<file path="src/hdl/fcs_defines.svh">
`ifndef FCS_DEFINES_SVH
`define FCS_DEFINES_SVH

// Command codes in the high byte of command word 0
`define FCS_CODE_READ_ONCE   8'h04
`define FCS_CODE_PROG_FLASH  8'h06
`define FCS_CODE_PROG_ONCE   8'h07
`define FCS_CODE_ERASE_ALL   8'h08

// Command word index expected at launch
`define FCS_IDX_READ_ONCE    3'h1
`define FCS_IDX_PF_ONE_LW    3'h3
`define FCS_IDX_PF_TWO_LW    3'h5
`define FCS_IDX_PROG_ONCE    3'h5
`define FCS_IDX_ERASE_ALL    3'h0

// Command word slots
`define FCS_NUM_WORDS        6
`define FCS_SLOT_DATA0       3'h2
`define FCS_PHRASE_MAX       16'h0007

// Array figures
`define FCS_BLANK_WORD       16'hffff
`define FCS_SPAN_ONE_LW      25'h0000003
`define FCS_SPAN_TWO_LW      25'h0000007
`define FCS_LAST_ONE_LW      2'h1
`define FCS_LAST_TWO_LW      2'h3

// Mode permission bit positions
`define FCS_ALLOW_RO         0
`define FCS_ALLOW_PF         1
`define FCS_ALLOW_PO         2
`define FCS_ALLOW_EA         3

// Reset values
`define FCS_RST_WORD         16'h0000
`define FCS_RST_ADDR         24'h000000

`endif

</file>
<file path="src/hdl/fcs_pkg.sv">
package fcs_pkg;

	typedef enum logic [2:0] {
		FCS_OP_READ,
		FCS_OP_PROG,
		FCS_OP_ONCE_READ,
		FCS_OP_ONCE_PROG,
		FCS_OP_ERASE_ALL,
		FCS_OP_BLANK_ALL
	} fcs_op_t;

	typedef struct packed {
		fcs_op_t     op;
		logic [23:0] addr;
		logic [15:0] wdata;
	} fcs_arr_cmd_t;

	typedef enum logic [2:0] {
		FCS_S_IDLE,
		FCS_S_READ,
		FCS_S_BLANK,
		FCS_S_PROG,
		FCS_S_VERIFY,
		FCS_S_ERASE,
		FCS_S_EVERIFY,
		FCS_S_DONE
	} fcs_state_t;

endpackage

</file>
<file path="src/hdl/fcs_sequencer.sv">
`timescale 1ns/100ps
`default_nettype none
`include "fcs_defines.svh"

module fcs_sequencer
	import fcs_pkg::*;
#(
	parameter logic [23:0] FLASH_BASE = 24'h000000,
	parameter logic [23:0] FLASH_LAST = 24'h007fff
) (
	// Clock and reset
	input  wire logic         mclk,
	input  wire logic         resetn,
	// Command word load and readback
	input  wire logic [2:0]   command_word_index,
	input  wire logic         cmd_wr,
	input  wire logic [15:0]  cmd_wdata,
	output var  logic [15:0]  cmd_rdata_q,
	// Launch and flag clears
	input  wire logic         launch,
	input  wire logic         clr_access_err,
	input  wire logic         clr_prot_viol,
	// Status flags
	output var  logic         command_complete_flag_q,
	output var  logic         access_error_flag_q,
	output var  logic         protection_violation_flag_q,
	output var  logic         verify_error_flag_q,
	output var  logic         uncorrectable_error_flag_q,
	output var  logic         security_released_q,
	// Mode and protection
	input  wire logic [3:0]   mode_allow,
	input  wire logic         prot_en,
	input  wire logic [23:0]  prot_start,
	input  wire logic [23:0]  prot_end,
	input  wire logic         eeprom_protected,
	// Array port
	output var  logic         arr_req_q,
	output var  fcs_arr_cmd_t arr_cmd_q,
	input  wire logic         arr_ack,
	input  wire logic [15:0]  arr_rdata,
	input  wire logic         arr_rd_err,
	input  wire logic         arr_rd_uncorr,
	// Processor read watch
	input  wire logic         cpu_rd,
	output var  logic         cpu_rd_invalid_q
);

	logic [15:0] words_q [`FCS_NUM_WORDS];
	fcs_state_t  state_q;
	logic [1:0]  cnt_q;
	logic [1:0]  last_q;
	logic        once_q;
	logic [23:0] base_q;
	logic [7:0]  code;
	logic [23:0] gaddr;
	logic [15:0] pidx;
	logic [24:0] pf_end;
	logic        go;
	logic        chk_acc;
	logic        chk_prot;
	logic        active;
	logic        ack_last;
	logic [2:0]  slot;

	assign code     = words_q[0][15:8];
	assign gaddr    = {words_q[0][7:0], words_q[1]};
	assign pidx     = words_q[1];
	assign slot     = 3'({1'b0, cnt_q}) + `FCS_SLOT_DATA0;
	assign ack_last = arr_ack && (cnt_q == last_q);
	// Pending access and protection errors block a launch; software must clear them first
	assign go = launch && command_complete_flag_q &&
		!access_error_flag_q && !protection_violation_flag_q;
	assign active = (state_q != FCS_S_IDLE) && (state_q != FCS_S_DONE);

	// Launch checks, all taken in the launch cycle
	always_comb begin
		pf_end   = {1'b0, gaddr} + ((command_word_index == `FCS_IDX_PF_TWO_LW) ?
			`FCS_SPAN_TWO_LW : `FCS_SPAN_ONE_LW);
		chk_acc  = 1'b0;
		chk_prot = 1'b0;
		case (code)
			`FCS_CODE_READ_ONCE:
				chk_acc = (command_word_index != `FCS_IDX_READ_ONCE) ||
					!mode_allow[`FCS_ALLOW_RO] ||
					(pidx > `FCS_PHRASE_MAX);
			`FCS_CODE_PROG_FLASH: begin
				chk_acc = ((command_word_index != `FCS_IDX_PF_ONE_LW) &&
					(command_word_index != `FCS_IDX_PF_TWO_LW)) ||
					!mode_allow[`FCS_ALLOW_PF] ||
					(gaddr[1:0] != 2'h0) ||
					(gaddr < FLASH_BASE) ||
					(pf_end > {1'b0, FLASH_LAST});
				chk_prot = prot_en && (gaddr >= prot_start) && (gaddr <= prot_end);
			end
			`FCS_CODE_PROG_ONCE:
				chk_acc = (command_word_index != `FCS_IDX_PROG_ONCE) ||
					!mode_allow[`FCS_ALLOW_PO] ||
					(pidx > `FCS_PHRASE_MAX);
			`FCS_CODE_ERASE_ALL: begin
				chk_acc = (command_word_index != `FCS_IDX_ERASE_ALL) ||
					!mode_allow[`FCS_ALLOW_EA];
				chk_prot = prot_en || eeprom_protected;
			end
			default: chk_acc = 1'b1;
		endcase
	end

	// Sequencer state
	always_ff @(posedge mclk or negedge resetn) begin
		if (!resetn) begin
			state_q <= FCS_S_IDLE;
			cnt_q   <= 2'h0;
			last_q  <= 2'h0;
			once_q  <= 1'b0;
			base_q  <= `FCS_RST_ADDR;
		end else begin
			case (state_q)
				FCS_S_IDLE: begin
					cnt_q <= 2'h0;
					if (go) begin
						once_q <= (code == `FCS_CODE_READ_ONCE) ||
							(code == `FCS_CODE_PROG_ONCE);
						base_q <= (code == `FCS_CODE_PROG_FLASH) ? gaddr :
							{18'h0, pidx[2:0], 3'h0};
						last_q <= ((code == `FCS_CODE_PROG_FLASH) &&
							(command_word_index == `FCS_IDX_PF_ONE_LW)) ?
							`FCS_LAST_ONE_LW : `FCS_LAST_TWO_LW;
						if (chk_acc || chk_prot)
							state_q <= FCS_S_DONE;
						else if (code == `FCS_CODE_READ_ONCE)
							state_q <= FCS_S_READ;
						else if (code == `FCS_CODE_PROG_ONCE)
							state_q <= FCS_S_BLANK;
						else if (code == `FCS_CODE_PROG_FLASH)
							state_q <= FCS_S_PROG;
						else
							state_q <= FCS_S_ERASE;
					end
				end
				FCS_S_READ, FCS_S_VERIFY: begin
					if (arr_ack)
						cnt_q <= cnt_q + 2'h1;
					if (ack_last)
						state_q <= FCS_S_DONE;
				end
				FCS_S_BLANK: begin
					if (arr_ack)
						cnt_q <= cnt_q + 2'h1;
					if (arr_ack && (arr_rdata != `FCS_BLANK_WORD))
						state_q <= FCS_S_DONE;
					else if (ack_last)
						state_q <= FCS_S_PROG;
				end
				FCS_S_PROG: begin
					// Restart the count so the verify pass begins at the first word
					if (arr_ack)
						cnt_q <= ack_last ? 2'h0 : cnt_q + 2'h1;
					if (ack_last)
						state_q <= FCS_S_VERIFY;
				end
				FCS_S_ERASE:
					if (arr_ack)
						state_q <= FCS_S_EVERIFY;
				FCS_S_EVERIFY:
					if (arr_ack)
						state_q <= FCS_S_DONE;
				default: state_q <= FCS_S_IDLE; // Done, and any stray code
			endcase
		end
	end
	// Array requests; one access at a time, request drops for a cycle after each ack
	always_ff @(posedge mclk or negedge resetn) begin
		if (!resetn) begin
			arr_req_q <= 1'b0;
			arr_cmd_q <= '0;
		end else if (arr_ack) begin
			arr_req_q <= 1'b0;
		end else if (active && !arr_req_q) begin
			arr_req_q       <= 1'b1;
			arr_cmd_q.addr  <= base_q + {21'h0, cnt_q, 1'b0};
			arr_cmd_q.wdata <= words_q[slot];
			case (state_q)
				FCS_S_PROG:     arr_cmd_q.op <= once_q ? FCS_OP_ONCE_PROG : FCS_OP_PROG;
				FCS_S_ERASE:    arr_cmd_q.op <= FCS_OP_ERASE_ALL;
				FCS_S_EVERIFY:  arr_cmd_q.op <= FCS_OP_BLANK_ALL;
				default:        arr_cmd_q.op <= once_q ? FCS_OP_ONCE_READ : FCS_OP_READ;
			endcase
		end
	end
	// Command words; software loads them only while idle
	always_ff @(posedge mclk or negedge resetn) begin
		if (!resetn) begin
			for (int i = 0; i < `FCS_NUM_WORDS; i++)
				words_q[i] <= `FCS_RST_WORD;
			cmd_rdata_q <= `FCS_RST_WORD;
		end else begin
			if (state_q == FCS_S_READ && arr_ack)
				words_q[slot] <= arr_rdata;
			else if (cmd_wr && state_q == FCS_S_IDLE &&
				command_word_index < 3'(`FCS_NUM_WORDS))
				words_q[command_word_index] <= cmd_wdata;
			cmd_rdata_q <= (command_word_index < 3'(`FCS_NUM_WORDS)) ?
				words_q[command_word_index] : `FCS_RST_WORD;
		end
	end
	// Complete flag low from accepted launch to the end of the command
	always_ff @(posedge mclk or negedge resetn) begin
		if (!resetn)
			command_complete_flag_q <= 1'b1;
		else if (go)
			command_complete_flag_q <= 1'b0;
		else if (state_q == FCS_S_DONE)
			command_complete_flag_q <= 1'b1;
	end
	// Launch errors and the blank check error; a new error wins over a clear in the same cycle
	always_ff @(posedge mclk or negedge resetn) begin
		if (!resetn) begin
			access_error_flag_q         <= 1'b0;
			protection_violation_flag_q <= 1'b0;
		end else begin
			access_error_flag_q <= (go && chk_acc) ||
				(state_q == FCS_S_BLANK && arr_ack &&
				arr_rdata != `FCS_BLANK_WORD) ||
				(access_error_flag_q && !clr_access_err);
			protection_violation_flag_q <= (go && chk_prot) ||
				(protection_violation_flag_q && !clr_prot_viol);
		end
	end
	// Read and verify results, cleared by each accepted launch
	always_ff @(posedge mclk or negedge resetn) begin
		if (!resetn) begin
			verify_error_flag_q        <= 1'b0;
			uncorrectable_error_flag_q <= 1'b0;
		end else if (go) begin
			verify_error_flag_q        <= 1'b0;
			uncorrectable_error_flag_q <= 1'b0;
		end else if (arr_ack) begin
			case (state_q)
				FCS_S_READ, FCS_S_EVERIFY: begin
					verify_error_flag_q        <= verify_error_flag_q | arr_rd_err;
					uncorrectable_error_flag_q <= uncorrectable_error_flag_q | arr_rd_uncorr;
				end
				FCS_S_VERIFY: begin
					verify_error_flag_q <= verify_error_flag_q | arr_rd_err |
						(arr_rdata != arr_cmd_q.wdata);
					uncorrectable_error_flag_q <= uncorrectable_error_flag_q | arr_rd_uncorr;
				end
				default: verify_error_flag_q <= verify_error_flag_q;
			endcase
		end
	end
	// Security stays until a clean erase all; a failed verify keeps it
	always_ff @(posedge mclk or negedge resetn) begin
		if (!resetn)
			security_released_q <= 1'b0;
		else if (state_q == FCS_S_EVERIFY && arr_ack && !arr_rd_err && !arr_rd_uncorr)
			security_released_q <= 1'b1;
	end
	// Flash reads while the one-time area is busy carry invalid data
	always_ff @(posedge mclk or negedge resetn) begin
		if (!resetn)
			cpu_rd_invalid_q <= 1'b0;
		else
			cpu_rd_invalid_q <= cpu_rd && once_q && active;
	end
endmodule

`default_nettype wire
</file>
<file path="config.mk">
export PLATFORM = sky130hd
export DESIGN_NAME = fcs_sequencer
export DESIGN_NICKNAME = d
export VERILOG_FILES = /design/src/hdl/fcs_pkg.sv /design/src/hdl/fcs_sequencer.sv
export VERILOG_INCLUDE_DIRS = /design/src /design/src/hdl
export SDC_FILE = /design/constraint.sdc
export NUM_CORES = 1
export LEC_CHECK = 0
export BUFFER_PORTS_ARGS = -buffer_cell sky130_fd_sc_hd__buf_2
export CAP_MARGIN = 20
export CORE_MARGIN = 2
export CORE_UTILIZATION = 40
export DETAILED_ROUTE_END_ITERATION = 8
export PLACE_DENSITY_LB_ADDON = 0.25
export SYNTH_ARGS = -nofsm -noshare
export SYNTH_HDL_FRONTEND = slang
export SYNTH_SLANG_ARGS = --single-unit
export TNS_END_PERCENT = 10
</file>
<file path="constraint.sdc">
create_clock -name mclk -period 7.65 [get_ports mclk]
set_clock_uncertainty 0.05 [all_clocks]
set_input_delay 0.3825 -clock mclk [delete_from_list [all_inputs] [get_ports mclk]]
set_output_delay 0.3825 -clock mclk [all_outputs]
set_load 0.02 [all_outputs]
</file>
# --- Word-level counts from Yosys, hierarchy flattened ---
# Index checks and enable logic that the tools add are counted.
word_totals:
  register_bits: 195
  latchBits: 0
  ram_bits: 0
  romBits: 0
  input_bits: 99
  out_inout_bits: 67
  wordCells: 194
  mem_count: 0
op_classes:
  addsub: 4
  mul: 0
  div: 0
  magnitude_cmp: 10
  eq_ne: 28
  n_shift: 0
  n_mux: 49
  n_bitwise: 6
  n_reduce_logical: 74
ops:
  columns: ["cell", "count"]
  rows:
  - ["$bwmux 96", 2]
  - ["$mux 96", 2]
  - ["$mux 16", 7]
  - ["$bmux 16 s3", 2]
  - ["$demux 16 s3", 2]
  - ["$mux 3", 12]
  - ["$logic_and 1x1->1", 27]
  - ["$add 24x3->25", 1]
  - ["$gt 25x15->1 const B", 1]
  - ["$add 24x3->24", 1]
  - ["$eq 8x3->1 const B", 3]
  - ["$ge 24x24->1", 1]
  - ["$le 24x24->1", 1]
  - ["$lt 24x1->1 const B", 1]
  - ["$mux 24", 1]
  - ["$pmux 3 s6", 1]
  - ["$gt 16x3->1 const B", 1]
  - ["$ne 16x16->1", 1]
  - ["$ne 16x16->1 const B", 1]
  - ["$eq 3x3->1 const B", 5]
  - ["$logic_or 1x1->1", 15]
  - ["$mux 2", 6]
  - ["$ne 2x2->1 const B", 6]
  - ["$reduce_bool 2->1", 6]
  - ["29 further kinds", 65]

# --- Longest topological paths before layout ---
# Gate-level depths: netlist (run 1).
logic_depth:
  word_depth: 11
  ltp_mapped: 11
  ltp_nobuf: 10

# --- Worst setup path after synthesis (run 1) ---
# OpenSTA, ideal clock, no wires.
synth_path:
  path_type: "reg-to-reg"
  start: "register cnt_q[1]"
  end: "register arr_cmd_q[39] in the netlist's numbering"
  setup_time_ps: 83
  arrival_time_ps: 2777
  t_required_ps: 7517
  slack_ps: 4740
  path_stages_with_launch: 12
  n_path_buf: 3
  synth_period_minus_slack_ps: 2910
  path_cell_list: "dfrtp_1 clkbuf_1 buf_1 inv_1 fa_1 nor2_1 and3_1 clkbuf_1 and3_1 nand4_1 xor2_1 o21ai_0"
synth_via:
  elab_chain_len: 1
synth_rtl:
  columns: ["element", "line", "rtl"]
  rows:
  - ["from (decl)", "fcs_sequencer.sv:50", "logic [1:0] cnt_q;"]
  - ["from (signal assigned)", "fcs_sequencer.sv:142", "cnt_q <= cnt_q + 2'h1;"]
  - ["from (signal assigned)", "fcs_sequencer.sv:148", "cnt_q <= cnt_q + 2'h1;"]
  - ["from (signal assigned)", "fcs_sequencer.sv:157", "cnt_q <= ack_last ? 2'h0 : cnt_q + 2'h1;"]
  - ["$add 24x3->24", "fcs_sequencer.sv:180", "arr_cmd_q.addr <= base_q + {21'h0, cnt_q, 1'b0};"]
  - ["to (decl)", "fcs_sequencer.sv:38", "output var fcs_arr_cmd_t arr_cmd_q,"]
# Every way passes these cells.
# A chain may end at the register's enable or synchronous reset.

# --- Final worst setup path (run 1) ---
layout_path:
  start: "register state_q[0]"
  end: "register words_q[52] in the netlist's numbering"
layout_via:
  elab_chain_len: 4
  elab_cells_between_ends: 7
  cone_classes: "eq/ne: 1; mux: 1; reduce/logical: 5"
layout_rtl:
  columns: ["element", "line", "rtl"]
  rows:
  - ["from (decl)", "fcs_sequencer.sv:49", "fcs_state_t state_q;"]
  - ["from (signal assigned)", "fcs_sequencer.sv:111", "state_q <= FCS_S_IDLE;"]
  - ["from (signal assigned)", "fcs_sequencer.sv:129", "state_q <= FCS_S_DONE;"]
  - ["from (signal assigned)", "fcs_sequencer.sv:131", "state_q <= FCS_S_READ;"]
  - ["$logic_not 3->1", "fcs_sequencer.sv:199", "else if (cmd_wr && state_q == FCS_S_IDLE &&"]
  - ["$logic_and 1x1->1 (2 in a row)", "fcs_sequencer.sv:199", null]
  - ["$reduce_bool 2->1 (no source line)", null, null]
  - ["to (signal, indexed assignment)", "fcs_sequencer.sv:194", "words_q[i] <= `FCS_RST_WORD;"]
  - ["to (signal, indexed assignment)", "fcs_sequencer.sv:198", "words_q[slot] <= arr_rdata;"]
  - ["to (signal, indexed assignment)", "fcs_sequencer.sv:201", "words_q[command_word_index] <= cmd_wdata;"]
  - ["to (decl)", "fcs_sequencer.sv:48", "logic [15:0] words_q [`FCS_NUM_WORDS];"]
# Parallel ways exist; a longest one is shown, timed or not.

==> results of run 1 <==
-- report_power, final --
part	total (uW)	switching (uW)	internal, uW
logic	1760	998	766
clock network	881	435	446
registers	1840	479	1370
-- worst max-delay path: stages, from the launching register on --
cell and delay, ps:
sky130_fd_sc_hd__dfrtp_1 640, sky130_fd_sc_hd__nor2b_1 320, sky130_fd_sc_hd__and3_2 230, sky130_fd_sc_hd__buf_4 600, sky130_fd_sc_hd__nor4_1 110, sky130_fd_sc_hd__buf_4 230
sky130_fd_sc_hd__nor2_1 410, sky130_fd_sc_hd__buf_4 330, sky130_fd_sc_hd__nand2_1 80, sky130_fd_sc_hd__o211ai_1 90
-- cell usage in the layout, fill, tap and decap left out, drive strengths merged, types with 19 or more instances in the layout --
master	synthesis	final
o21ai	83	83
mux2	49	49
nand3	24	24
mux2i	19	19
a22o	23	23
ha	57	57
xor2	33	33
nand4	21	21
nand2	134	134
inv	81	88
buf	22	181
mux4	32	32
clkbuf	48	20
dfrtp	194	194
a21oi	51	51
a32oi	48	48
nor2	50	50
-- cell families after synthesis --
family | share of synthesized area (%)
and+or+nand+nor | 11.84
AOI/OAI and AO/OA | 16.66
DFF | 43.30
buffers and inverters | 5.239
muxes | 13.11
adders and majority gates | 6.505
xor gates and xnor gates | 3.341
-- sequential cells by signal, summed over array words and instances, names as in the netlist, 2 cells and up --
register     count
words_q         64
base_q          24
last_q           2
code             8
cmd_rdata_q     16
cnt_q            2
state_q          3
gaddr            8
pidx            16
arr_cmd_q       43
-- metal layers --
metal  track usage (%)  share of wire [%]
met4             7.344                2.2
met1             34.70                 44
met2             38.96                 46
met5                 0                  0
met3             4.234                7.4
-- metrics by stage --
step           cell area (sq um)  hold WS [ps]  util (%)  cells  power (uW)
2_1_floorplan              11270         36.91         -   1117        2906
3_3_place_gp               12430         406.8     44.73   1606        3552
3_5_place_dp               12450         415.6     44.83   1607        3595
4_1_cts                    13030         103.2     46.91   1640        4482
5_1_grt                    13030         117.8     46.91   1640        4778
6_report                   13030         109.2     46.91   1640        4488
-- layout make-up --
class,instances,share of cell area [%]
inverter,81,2.333
clock inverter,13,0.8833
clock buffer,19,3.475
multi-input combinational,771,44.61
timing repair buffer,183,7.613
sequential,195,37.45
tap,378,3.629
-- path summary, 6_finish.rpt --
check / from / end / slack [ps] / cells past startpoint
min in group asynchronous: resetn / arr_cmd_q[35] / 500 / 2
worst min-delay path: cpu_rd / cpu_rd_invalid_q / 110 / 3
max in group asynchronous: resetn / cmd_rdata_q[8] / 5120 / 4
worst max register to register: state_q[0] / words_q[52] / 4450 / 9
worst max-delay path: state_q[0] / words_q[52] / 4450 / 9
worst min register to register: arr_cmd_q[41] / arr_cmd_q[41] / 420 / 2
-- what timing repair did --
| item | in CTS | in global routing |
|---|---|---|
| hold buffers | 1 | 0 |
| setup endpoints to repair | 0 | 0 |
| hold endpoints to repair | 70 | 0 |
==> reports/qor_table.md, run 1 <==
| Parameter | Value |
|---|---|
| Result of the run | finished, final reports clean |
| Iteration-0 DRC Markers | 777 |
| Synthesized netlist cell count | 1,117 |
| Endpoint class of the critical path | flop |
| Top FF cell, synth | sky130_fd_sc_hd__dfrtp_1 |
| Number of synthesized flops with an enable pin | 0 |
| Net count, final | 1,406 |
| Placeable core region | 27,780 sq um |
| Post-route worst setup slack | 4450 ps |
| Cell Pwr Density | 344.4 nW/um^2 |
| Largest buffer count on any clock path | 2 |
| Cell taking the most area after synthesis | sky130_fd_sc_hd__dfrtp_1 |
| Multi-input combinational cell area | 5814 sq um |
| Die Y-Extent | 171.9 um |
| Final number of hold-violating endpoints | 0 |
| Peak supply drop | 0.1890 mV |
| Overall routing resource usage | 24.61% |
| Class of the worst hold path | in -> reg |
| Synth area leaders | sky130_fd_sc_hd__dfrtp_1 (43%), sky130_fd_sc_hd__ha_1 (6.3%), sky130_fd_sc_hd__mux4_2 (5.6%) |
| # resized after CTS | 0 |
| Final min period | 3200 ps |
| Library cell used as clock root buffer | sky130_fd_sc_hd__clkbuf_16 |
| Io pins | 166 |
| Footprint of the flip-flops and latches | 4881 sq um |
| Maximum number of pins on one net before global-route repair | 92 |
| Worst path required time | 7960 ps |
| Wire length per cell after detailed routing | 21.56 um |
| N_diodes | 0 |
| Die Span X | 171.9 um |
| Global-route wire length before repair | 54,530 um |
| Input/output buffers | 165 |
| Remaining design rule violation count | 0 |
| Final HPWL from detailed placement | 24,710 um |
| Share of synthesized registers carrying an async set or reset | 100.0% |
| Via-to-Cell Ratio | 5.784 |
| Filler Cells Inserted | 2,725 |
| Synthesized net count | 1,274 |
| Area of the die | 29,540 sq um |
| Syn avg cell area | 10.09 sq um |
| Detailed-routing iteration count for the pre-antenna-repair pass | 5 |
| Netlist Area Pre-Place | 11,270 sq um |
| Clk sinks | 195 |
| Global route overflow | 0 |
| Cell with the most instances after synthesis | sky130_fd_sc_hd__dfrtp_1 |
| Count of nets left with antenna violations after detail routing | 0 |
| Inserted Clock Buffers | 17 |
| Buffers inserted by post-CTS timing repair | 0 |
| Routed Wire Length | 35,370 um |
| Vias in the first global route | 9,006 |
| Headroom to the max-slew limit | 20.52% |
| Total of flip-flops plus latches after synthesis | 195 |
| Setup TNS | 0 ps |
| Unrepaired setup endpoints after global routing | no |
| Final Max Slew Viols | 0 |
| CP Data Arrival Time | 3510 ps |
| Syn-to-layout area delta | 15.62% |
| Transition time of the tightest slew-check pin | 1177 ps |
| Fraction of synthesized cell area taken by the top area cell type | 43.07% |
| Number of H-tree branching levels | 4 |
| Clock input transition at the sequential cells of the worst setup and hold paths | 70 ps |
| Initial antenna violation count | 0 |
| Std cell rows | 61 |
| Final RePlAce weighted congestion | 0.9093 |
| Vias | 9,485 |
| Sequential share of the synthesized area | 43.30% |
| Achievable clock frequency | 312.5 MHz |
| Share of the clock period used by the worst path | 41.83% |
| Fraction of layout cells with a size suffix above 1 | 24.17% |
| Distinct cell type count of the synthesized netlist | 64 |
| Most frequent cells after synthesis | sky130_fd_sc_hd__dfrtp_1 (194), sky130_fd_sc_hd__nand2_1 (134), sky130_fd_sc_hd__o21ai_0 (82) |
| Max_cap viols | 0 |
| TritonCTS clock tree | done |
| Setup Crit Path Kind | reg -> reg |
| Initial core utilization | 40.57% |
| Critical path peak fanout | 64 |
| Pre-CTS WS | 4267 ps |
| Later-pin clock latency in the skew report | 440 ps |
| Worst setup SP type | flop |
| Leakage Power | 0.006137 uW |
| Synth Warn # | 0 |
| Final setup vio count | 0 |
Power figures use the tool's default switching activity.
==> inputs of run 2 (changes only) <==
- ABC_AREA: not set -> 1
- clock period: 7.65 -> 2.7 ns (I/O delays scaled with it)
==> reports/qor_table.md, run 2 <==
| Parameter | Value | vs previous |
|---|---|---|
| Result of the run | finished, final reports clean | unchanged |
| Biggest regs | words_q (64), arr_cmd_q (43), base_q (24) | unchanged |
| Part of the power in combinational logic | 22.3% | was 39.3% |
| Netlist Area Pre-Place | 12,030 sq um | was 11,270 sq um |
| Met2 routed wirelength | 18,400 um | was 16,410 um |
| WL met3 | 2541 um | was 2622 um |
| Die Span X | 177.4 um | was 171.9 um |
| CP Data Arrival Time | 2980 ps | was 3510 ps |
| Net count, final | 1,932 | was 1,406 |
| Synthesized net count | 1,725 | was 1,274 |
| Initial core utilization | 40.57% | about the same |
| Source of the worst register-to-register timing path | base_q[1] | was state_q[0] |
| Final setup vio count | 0 | unchanged |
| Achievable clock frequency | 373.1 MHz | was 312.5 MHz |
| Reg-to-Reg End | arr_cmd_q[37] | was words_q[52] |
| TritonCTS clock tree | done | unchanged |
| Inserted Clock Buffers | 17 | unchanged |
| Initial antenna violation count | 0 | unchanged |
| Wire length per cell after detailed routing | 18.38 um | was 21.56 um |
| Final min period | 2680 ps | was 3200 ps |
| Library cell used as clock root buffer | sky130_fd_sc_hd__clkbuf_16 | unchanged |
| Clock input transition at the sequential cells of the worst setup and hold paths | 90 ps | was 70 ps |
| Std cell rows | 63 | was 61 |
| Cell taking the most area after synthesis | sky130_fd_sc_hd__dfrtp_1 | unchanged |
| Synth area leaders | sky130_fd_sc_hd__dfrtp_1 (40%), sky130_fd_sc_hd__nand2_1 (11%), sky130_fd_sc_hd__o21ai_0 (6.3%) | was sky130_fd_sc_hd__dfrtp_1 (43%), sky130_fd_sc_hd__ha_1 (6.3%), sky130_fd_sc_hd__mux4_2 (5.6%) |
| Remaining design rule violation count | 0 | unchanged |
| Worst path required time | 3000 ps | was 7960 ps |
| Final Max Slew Viols | 0 | unchanged |
| Pre-CTS WS | 50.39 ps | was 4267 ps |
| Via-to-Cell Ratio | 5.486 | was 5.784 |
| Commonest cells after routing, fill and taps aside | sky130_fd_sc_hd__nand2_1 (344), sky130_fd_sc_hd__inv_1 (198), sky130_fd_sc_hd__dfrtp_1 (191), sky130_fd_sc_hd__buf_2 (164), sky130_fd_sc_hd__o21ai_0 (151) | was sky130_fd_sc_hd__dfrtp_1 (194), sky130_fd_sc_hd__buf_2 (164), sky130_fd_sc_hd__nand2_1 (134), sky130_fd_sc_hd__o21ai_0 (82), sky130_fd_sc_hd__inv_1 (81) |
| N_diodes | 0 | unchanged |
| Most common cell after layout, fill and taps aside | sky130_fd_sc_hd__nand2_1 | was sky130_fd_sc_hd__dfrtp_1 |
| Setup Crit Path Kind | reg -> reg | unchanged |
| Final hold slack | 22.57 ps | was 109.2 ps |
| Syn-to-layout area delta | 20.26% | was 15.62% |
| Global-route wire length before repair | 62,160 um | was 54,530 um |
| Hold Path End | words_q[48] | was cpu_rd_invalid_q |
| Iteration-0 DRC Markers | 1,216 | was 777 |
| Top routing layer used | met4 | unchanged |
| Cell mode on critical path | sky130_fd_sc_hd__nand2_2 | was sky130_fd_sc_hd__buf_4 |
| Synth Warn # | 0 | unchanged |
| Clk sinks | 195 | unchanged |
| Switching fraction of total power | 35.21% | was 42.59% |
| Input/output buffers | 165 | unchanged |
| Minimum setup slack among reg-to-reg paths | 20 ps | was 4450 ps |
| Maximum number of pins on one net before global-route repair | 83 | was 92 |
| Met1 wire length | 18,150 um | was 15,550 um |
| Global route overflow | 0 | unchanged |
| Routed Wire Length | 40,040 um | was 35,370 um |
| Count of cells along the worst register-to-register path | 17 | was 9 |
| Core Util, Final | 48.79% | was 46.91% |
| Fraction of layout cells with a size suffix above 1 | 18.57% | was 24.17% |
| Distinct cell type count of the synthesized netlist | 56 | was 64 |
| Startpoint of the worst hold path | arr_rdata[0] | was cpu_rd |
| Syn avg cell area | 7.669 sq um | was 10.09 sq um |
| Count of nets left with antenna violations after detail routing | 0 | unchanged |
| Setup TNS | 0 ps | unchanged |
| Internal power | 5044 uW | was 2577 uW |
| Number of H-tree branching levels | 4 | unchanged |
| Total of flip-flops plus latches after synthesis | 195 | unchanged |
| Io pins | 166 | unchanged |
| Synthesized netlist cell count | 1,568 | was 1,117 |
| Fraction of synthesized cell area taken by the top area cell type | 40.37% | was 43.07% |
| Placeable core region | 29,640 sq um | was 27,780 sq um |
| Number of standard cells in the final layout excluding fillers | 2,178 | was 1,640 |
| Later-pin clock latency in the skew report | 450 ps | was 440 ps |
| Cell with the most instances after synthesis | sky130_fd_sc_hd__nand2_1 | was sky130_fd_sc_hd__dfrtp_1 |
| Unrepaired setup endpoints after global routing | yes | was no |
| Endpoint class of the critical path | flop | unchanged |
| Sequential share of the synthesized area | 40.59% | was 43.30% |
| Peak supply drop | 0.4073 mV | was 0.1890 mV |
| Sw Pwr | 2742 uW | was 1911 uW |
| Final number of hold-violating endpoints | 0 | unchanged |
| Headroom to the max-slew limit | 50.30% | was 20.52% |
| Seq pwr share | 44.8% | was 41.1% |
| Largest buffer count on any clock path | 2 | unchanged |
| Top FF cell, synth | sky130_fd_sc_hd__dfrtp_1 | unchanged |
| Max_cap viols | 0 | unchanged |
| CP max stage delay | 360 ps | was 640 ps |
| Proportion of power drawn by the clock network | 32.9% | was 19.6% |
| Flip-flop count of the largest register, all copies and words added | 64 | unchanged |
| Area of the die | 31,470 sq um | was 29,540 sq um |
| Worst setup SP type | flop | unchanged |
| Vias in the first global route | 11,290 | was 9,006 |
| Detailed-routing iteration count for the pre-antenna-repair pass | 5 | unchanged |
| Slowest library cell on the worst path | sky130_fd_sc_hd__dfrtp_1 | unchanged |
| Overall routing resource usage | 25.61% | was 24.61% |
| Number of synthesized flops with an enable pin | 0 | unchanged |
| Share of synthesized registers carrying an async set or reset | 100.0% | unchanged |
| Worst path cell trace | ha_2, inv_2, fa_2, nor2_2, nand2_2, nor3_4, nand2_1, nor2_2, nand2_2, nor2_4, nand2_2, nor2_4, nand4_4, nor3_4, nand3_1, nand3_1, nand2_1 | was nor2b_1, and3_2, buf_4, nor4_1, buf_4, nor2_1, buf_4, nand2_1, o211ai_1 |
| Transition time of the tightest slew-check pin | 745.5 ps | was 1177 ps |
| Post-route worst setup slack | 19.55 ps | was 4450 ps |
| Most frequent cells after synthesis | sky130_fd_sc_hd__nand2_1 (346), sky130_fd_sc_hd__inv_1 (200), sky130_fd_sc_hd__dfrtp_1 (194) | was sky130_fd_sc_hd__dfrtp_1 (194), sky130_fd_sc_hd__nand2_1 (134), sky130_fd_sc_hd__o21ai_0 (82) |
| Class of the worst hold path | in -> reg | unchanged |
| Leakage Power | 0.007040 uW | was 0.006137 uW |
| Final RePlAce weighted congestion | 0.9681 | was 0.9093 |
| Die Y-Extent | 177.4 um | was 171.9 um |
| Share of the clock period used by the worst path | 99.28% | was 41.83% |
| Critical path peak fanout | 4 | was 64 |
| Placed cells | 2,108 | was 1,607 |
| Register name with the most flops | words_q | unchanged |
| Final HPWL from detailed placement | 29,830 um | was 24,710 um |
| Cell Pwr Density | 538.4 nW/um^2 | was 344.4 nW/um^2 |
| Worst Hold Depth | 3 | unchanged |
| Vias | 11,950 | was 9,485 |
run 2: per-layer routing:
| metal | up-vias | track usage, % |
|---|---|---|
| met5 | - | 0 |
| met3 | 74 | 3.813 |
| met4 | 0 | 7.240 |
| met2 | 489 | 41.75 |
| li1 | 5732 | - |
| met1 | 5653 | 35.40 |
run 2: timing repair:
item | 4_1_cts | 5_1_grt
buffers inserted | 0 | 7
hold buffers | 31 | 0
endpoints found under the hold margin | 97 | 0
setup endpoints to repair | 0 | 8
resized for setup | 0 | 15
run 2: layout make-up:
class	count	area, sq um
inverters	214	803.3
clock buffers	17	425.4
clock inverters	15	156.4
well taps	390	488.0
repair buffers	254	1597
multi-input cells	1093	6107
fillers	2983	15180
flip-flops and latches	195	4885
run 2: worst max-delay path by stage:
stage | startpoint | slack [ps] | depth (start not counted) | end
3_5_place_dp | cnt_q[0] | 50 | 17 | arr_cmd_q[37]
4_1_cts | cnt_q[0] | 70 | 17 | arr_cmd_q[37]
2_1_floorplan | cnt_q[1] | 60 | 17 | arr_cmd_q[37]
3_3_place_gp | command_word_index[1] | 100 | 24 | state_q[2]
5_1_grt | base_q[1] | -160 | 18 | arr_cmd_q[37]
6_report | base_q[1] | 20 | 17 | arr_cmd_q[37]
run 2: per-stage QoR:
| stage | instance area, sq um | total power, uW |
|---|---|---|
| finish | 14460 | 7786 |
| global route | 14460 | 8163 |
| CTS | 14370 | 7784 |
| detailed placement | 13480 | 5204 |
| global placement | 13480 | 5162 |
| floorplan | 12030 | 4438 |
run 2: cell families after synthesis:
family,synth area share (%)
simple gates,21.35
fa+ha+maj,6.097
buf+inv,8.938
mux,1.498
xor+xnor,1.530
compound gates,20.00
flops,40.59
run 2: power groups by stage:
stage          sequential (uW)  combinational, uW  clock (uW)
5_1_grt                   3520               1940        2700
2_1_floorplan             3470                963           0
6_report                  3490               1730        2560
3_3_place_gp              3530               1630           0
4_1_cts                   3480               1710        2590
3_5_place_dp              3540               1670           0
run 2: worst max-delay path, delay by kind of cell, from the launching register on:
family	cells	cell delay [ps]
DFF	1	360
buffers and inverters	1	40
adders and majority gates	2	550
and+or+nand+nor	14	1600
==> inputs of run 3 (changes only) <==
- clock period: 2.7 -> 3.1 ns (I/O delays scaled with it)
==> reports/qor_table.md, run 3 (synthesis gave the netlist of run 2 again) <==
| Parameter | Value | vs previous |
|---|---|---|
| Routed Wire Length | 40,370 um | was 40,040 um |
| Vias in the first global route | 11,210 | was 11,290 |
| Commonest cells after routing, fill and taps aside | sky130_fd_sc_hd__nand2_1 (346), sky130_fd_sc_hd__inv_1 (200), sky130_fd_sc_hd__dfrtp_1 (194), sky130_fd_sc_hd__buf_2 (164), sky130_fd_sc_hd__o21ai_0 (151) | was sky130_fd_sc_hd__nand2_1 (344), sky130_fd_sc_hd__inv_1 (198), sky130_fd_sc_hd__dfrtp_1 (191), sky130_fd_sc_hd__buf_2 (164), sky130_fd_sc_hd__o21ai_0 (151) |
| Count of nets left with antenna violations after detail routing | 0 | unchanged |
| Core Util, Final | 47.94% | was 48.79% |
| Iteration-0 DRC Markers | 1,062 | was 1,216 |
| CP Data Arrival Time | 3010 ps | was 2980 ps |
| Fraction of layout cells with a size suffix above 1 | 16.78% | was 18.57% |
| Filler Cells Inserted | 3,011 | was 2,983 |
| Final min period | 2735 ps | was 2680 ps |
| Syn-to-layout area delta | 18.17% | was 20.26% |
| Final setup vio count | 0 | unchanged |
| Worst path cell trace | inv_2, ha_1, inv_1, nand2_1, nand2_1, nand2_1, nor2_4, nand2_1, nand2_1, nand2_1, nor2_1, nand2_1, nor2_2, nand3_1, nand2_1, nand2_1, nand2_2, nand2_2, nor2_2, nand3_1, nand2_1, nand2_1 | was ha_2, inv_2, fa_2, nor2_2, nand2_2, nor3_4, nand2_1, nor2_2, nand2_2, nor2_4, nand2_2, nor2_4, nand4_4, nor3_4, nand3_1, nand3_1, nand2_1 |
| Slowest library cell on the worst path | sky130_fd_sc_hd__dfrtp_1 | unchanged |
| Vias | 11,810 | was 11,950 |
| Largest buffer count on any clock path | 2 | unchanged |
| Peak supply drop | 0.3563 mV | was 0.4073 mV |
| Class of the worst hold path | in -> reg | unchanged |
| TritonCTS clock tree | done | unchanged |
| Global-route wire length before repair | 62,890 um | was 62,160 um |
| Inserted Clock Buffers | 17 | unchanged |
| Share of the clock period used by the worst path | 88.22% | was 99.28% |
| Overall routing resource usage | 26.08% | was 25.61% |
| Clock input transition at the sequential cells of the worst setup and hold paths | 80 ps | was 90 ps |
| Remaining design rule violation count | 0 | unchanged |
| Via-to-Cell Ratio | 5.500 | was 5.486 |
| Setup TNS | 0 ps | unchanged |
| Result of the run | finished, final reports clean | unchanged |
| Most common cell after layout, fill and taps aside | sky130_fd_sc_hd__nand2_1 | unchanged |
| Std cell rows | 63 | unchanged |
| Detailed-routing iteration count for the pre-antenna-repair pass | 5 | unchanged |
| Biggest regs | words_q (64), arr_cmd_q (43), base_q (24) | unchanged |
| Io pins | 166 | unchanged |
| Final number of hold-violating endpoints | 0 | unchanged |
| Register name with the most flops | words_q | unchanged |
| Achievable clock frequency | 365.7 MHz | was 373.1 MHz |
| Flip-flop count of the largest register, all copies and words added | 64 | unchanged |
| Maximum number of pins on one net before global-route repair | 96 | was 83 |
| Initial antenna violation count | 0 | unchanged |
| Transition time of the tightest slew-check pin | 956.6 ps | was 745.5 ps |
| Die Y-Extent | 177.4 um | unchanged |
| Cell Pwr Density | 473.4 nW/um^2 | was 538.4 nW/um^2 |
| Worst path required time | 3380 ps | was 3000 ps |
| Setup Crit Path Kind | reg -> reg | unchanged |
| Input/output buffers | 165 | unchanged |
| Max_cap viols | 0 | unchanged |
| CP max stage delay | 540 ps | was 360 ps |
| Critical path peak fanout | 7 | was 4 |
| Wire length per cell after detailed routing | 18.79 um | was 18.38 um |
| Global route overflow | 0 | unchanged |
| Buffers inserted by post-CTS timing repair | 0 | unchanged |
| Die Span X | 177.4 um | unchanged |
| Unrepaired setup endpoints after global routing | no | was yes |
| Leakage Power | 0.006925 uW | was 0.007040 uW |
| Final Max Slew Viols | 0 | unchanged |
| Placeable core region | 29,640 sq um | unchanged |
| Clk sinks | 195 | unchanged |
| Later-pin clock latency in the skew report | 440 ps | was 450 ps |
| Initial core utilization | 40.57% | unchanged |
| Endpoint class of the critical path | flop | unchanged |
| Number of H-tree branching levels | 4 | unchanged |
| Net count, final | 1,902 | was 1,932 |
| Final RePlAce weighted congestion | 0.9367 | was 0.9681 |
| Area of the die | 31,470 sq um | unchanged |
| Final HPWL from detailed placement | 30,250 um | was 29,830 um |
| Library cell used as clock root buffer | sky130_fd_sc_hd__clkbuf_16 | unchanged |
| Worst setup SP type | flop | unchanged |
| Worst Hold Depth | 3 | unchanged |
| N_diodes | 0 | unchanged |
| Count of cells along the worst register-to-register path | 22 | was 17 |
| Minimum setup slack among reg-to-reg paths | 370 ps | was 20 ps |
| Headroom to the max-slew limit | 36.22% | was 50.30% |
| Cell mode on critical path | sky130_fd_sc_hd__nand2_1 | was sky130_fd_sc_hd__nand2_2 |
run 3: changes by cell type in the layout (fill, tap and decap cells not counted), sizes merged:
cell,previous run,this run
clkinv,5,8
buf,222,198
clkbuf,18,19
inv,222,218
dlygate4sd3,31,25
run 3: what timing repair did:
action	in CTS	in global routing
hold endpoints to repair	111	0
hold buffers	25	0
endpoints found under the setup margin	0	1
resized for setup	0	1
run 3: worst max-delay path: cells and delay by family, from the launching register on:
kind	cells	cell delay [ps]
fa+ha+maj	1	200
flops	1	540
buf+inv	2	250
simple gates	19	1590
run 3: routing by layer:
metal  track usage, %  vias to the layer above  part of all wire (%)
li1                 -                     5660                     -
met1            36.44                     5609                    45
met2            41.33                      475                    45
met3            4.113                       69                   6.9
met4            8.504                        0                   2.8
met5                0                        -                     0
run 3: stage by stage:
| step | std cells | worst slack [ps] | total power [uW] | hold WS, ps | instance area (sq um) |
|---|---|---|---|---|---|
| 4_1_cts | 2148 | 262.7 | 6743 | 0.1871 | 14210 |
| 5_1_grt | 2148 | 92.61 | 7079 | 10.43 | 14210 |
| 2_1_floorplan | 1568 | 464.3 | 3865 | -190.6 | 12030 |
| 3_5_place_dp | 2091 | 444.4 | 4514 | 238.9 | 13370 |
| 3_3_place_gp | 2091 | 487.0 | 4490 | 242.1 | 13370 |
| 6_report | 2148 | 365.3 | 6727 | 13.91 | 14210 |
run 3: final timing paths:
check                               from                         end
max                              pidx[1]                  state_q[1]
min                         cmd_wdata[6]                 words_q[54]
max reg2reg                      pidx[1]                  state_q[1]
min reg2reg                arr_cmd_q[36]               arr_cmd_q[36]
max in group asynchronous         resetn     command_complete_flag_q
min in group asynchronous         resetn  uncorrectable_error_flag_q
run 3: layout make-up:
| type | instances | area (sq um) | share of cell area (%) |
|---|---|---|---|
| Clock inverter | 14 | 142.6 | 1.004 |
| Timing Repair Buffer | 224 | 1381 | 9.721 |
| Multi-Input combinational cell | 1093 | 6075 | 42.75 |
| Inverter | 214 | 803.3 | 5.653 |
| Tap cell | 390 | 488.0 | 3.434 |
| Clock buffer | 18 | 439.2 | 3.091 |
| Sequential cell | 195 | 4881 | 34.35 |
run 3: report_power, final:
part / switching (uW) / internal (uW) / leakage (uW)
clock: 1110 / 1090 / 0.000279
sequential: 291 / 2760 / 0.00247
combinational: 945 / 523 / 0.00418
total: 2350 / 4380 / 0.00692
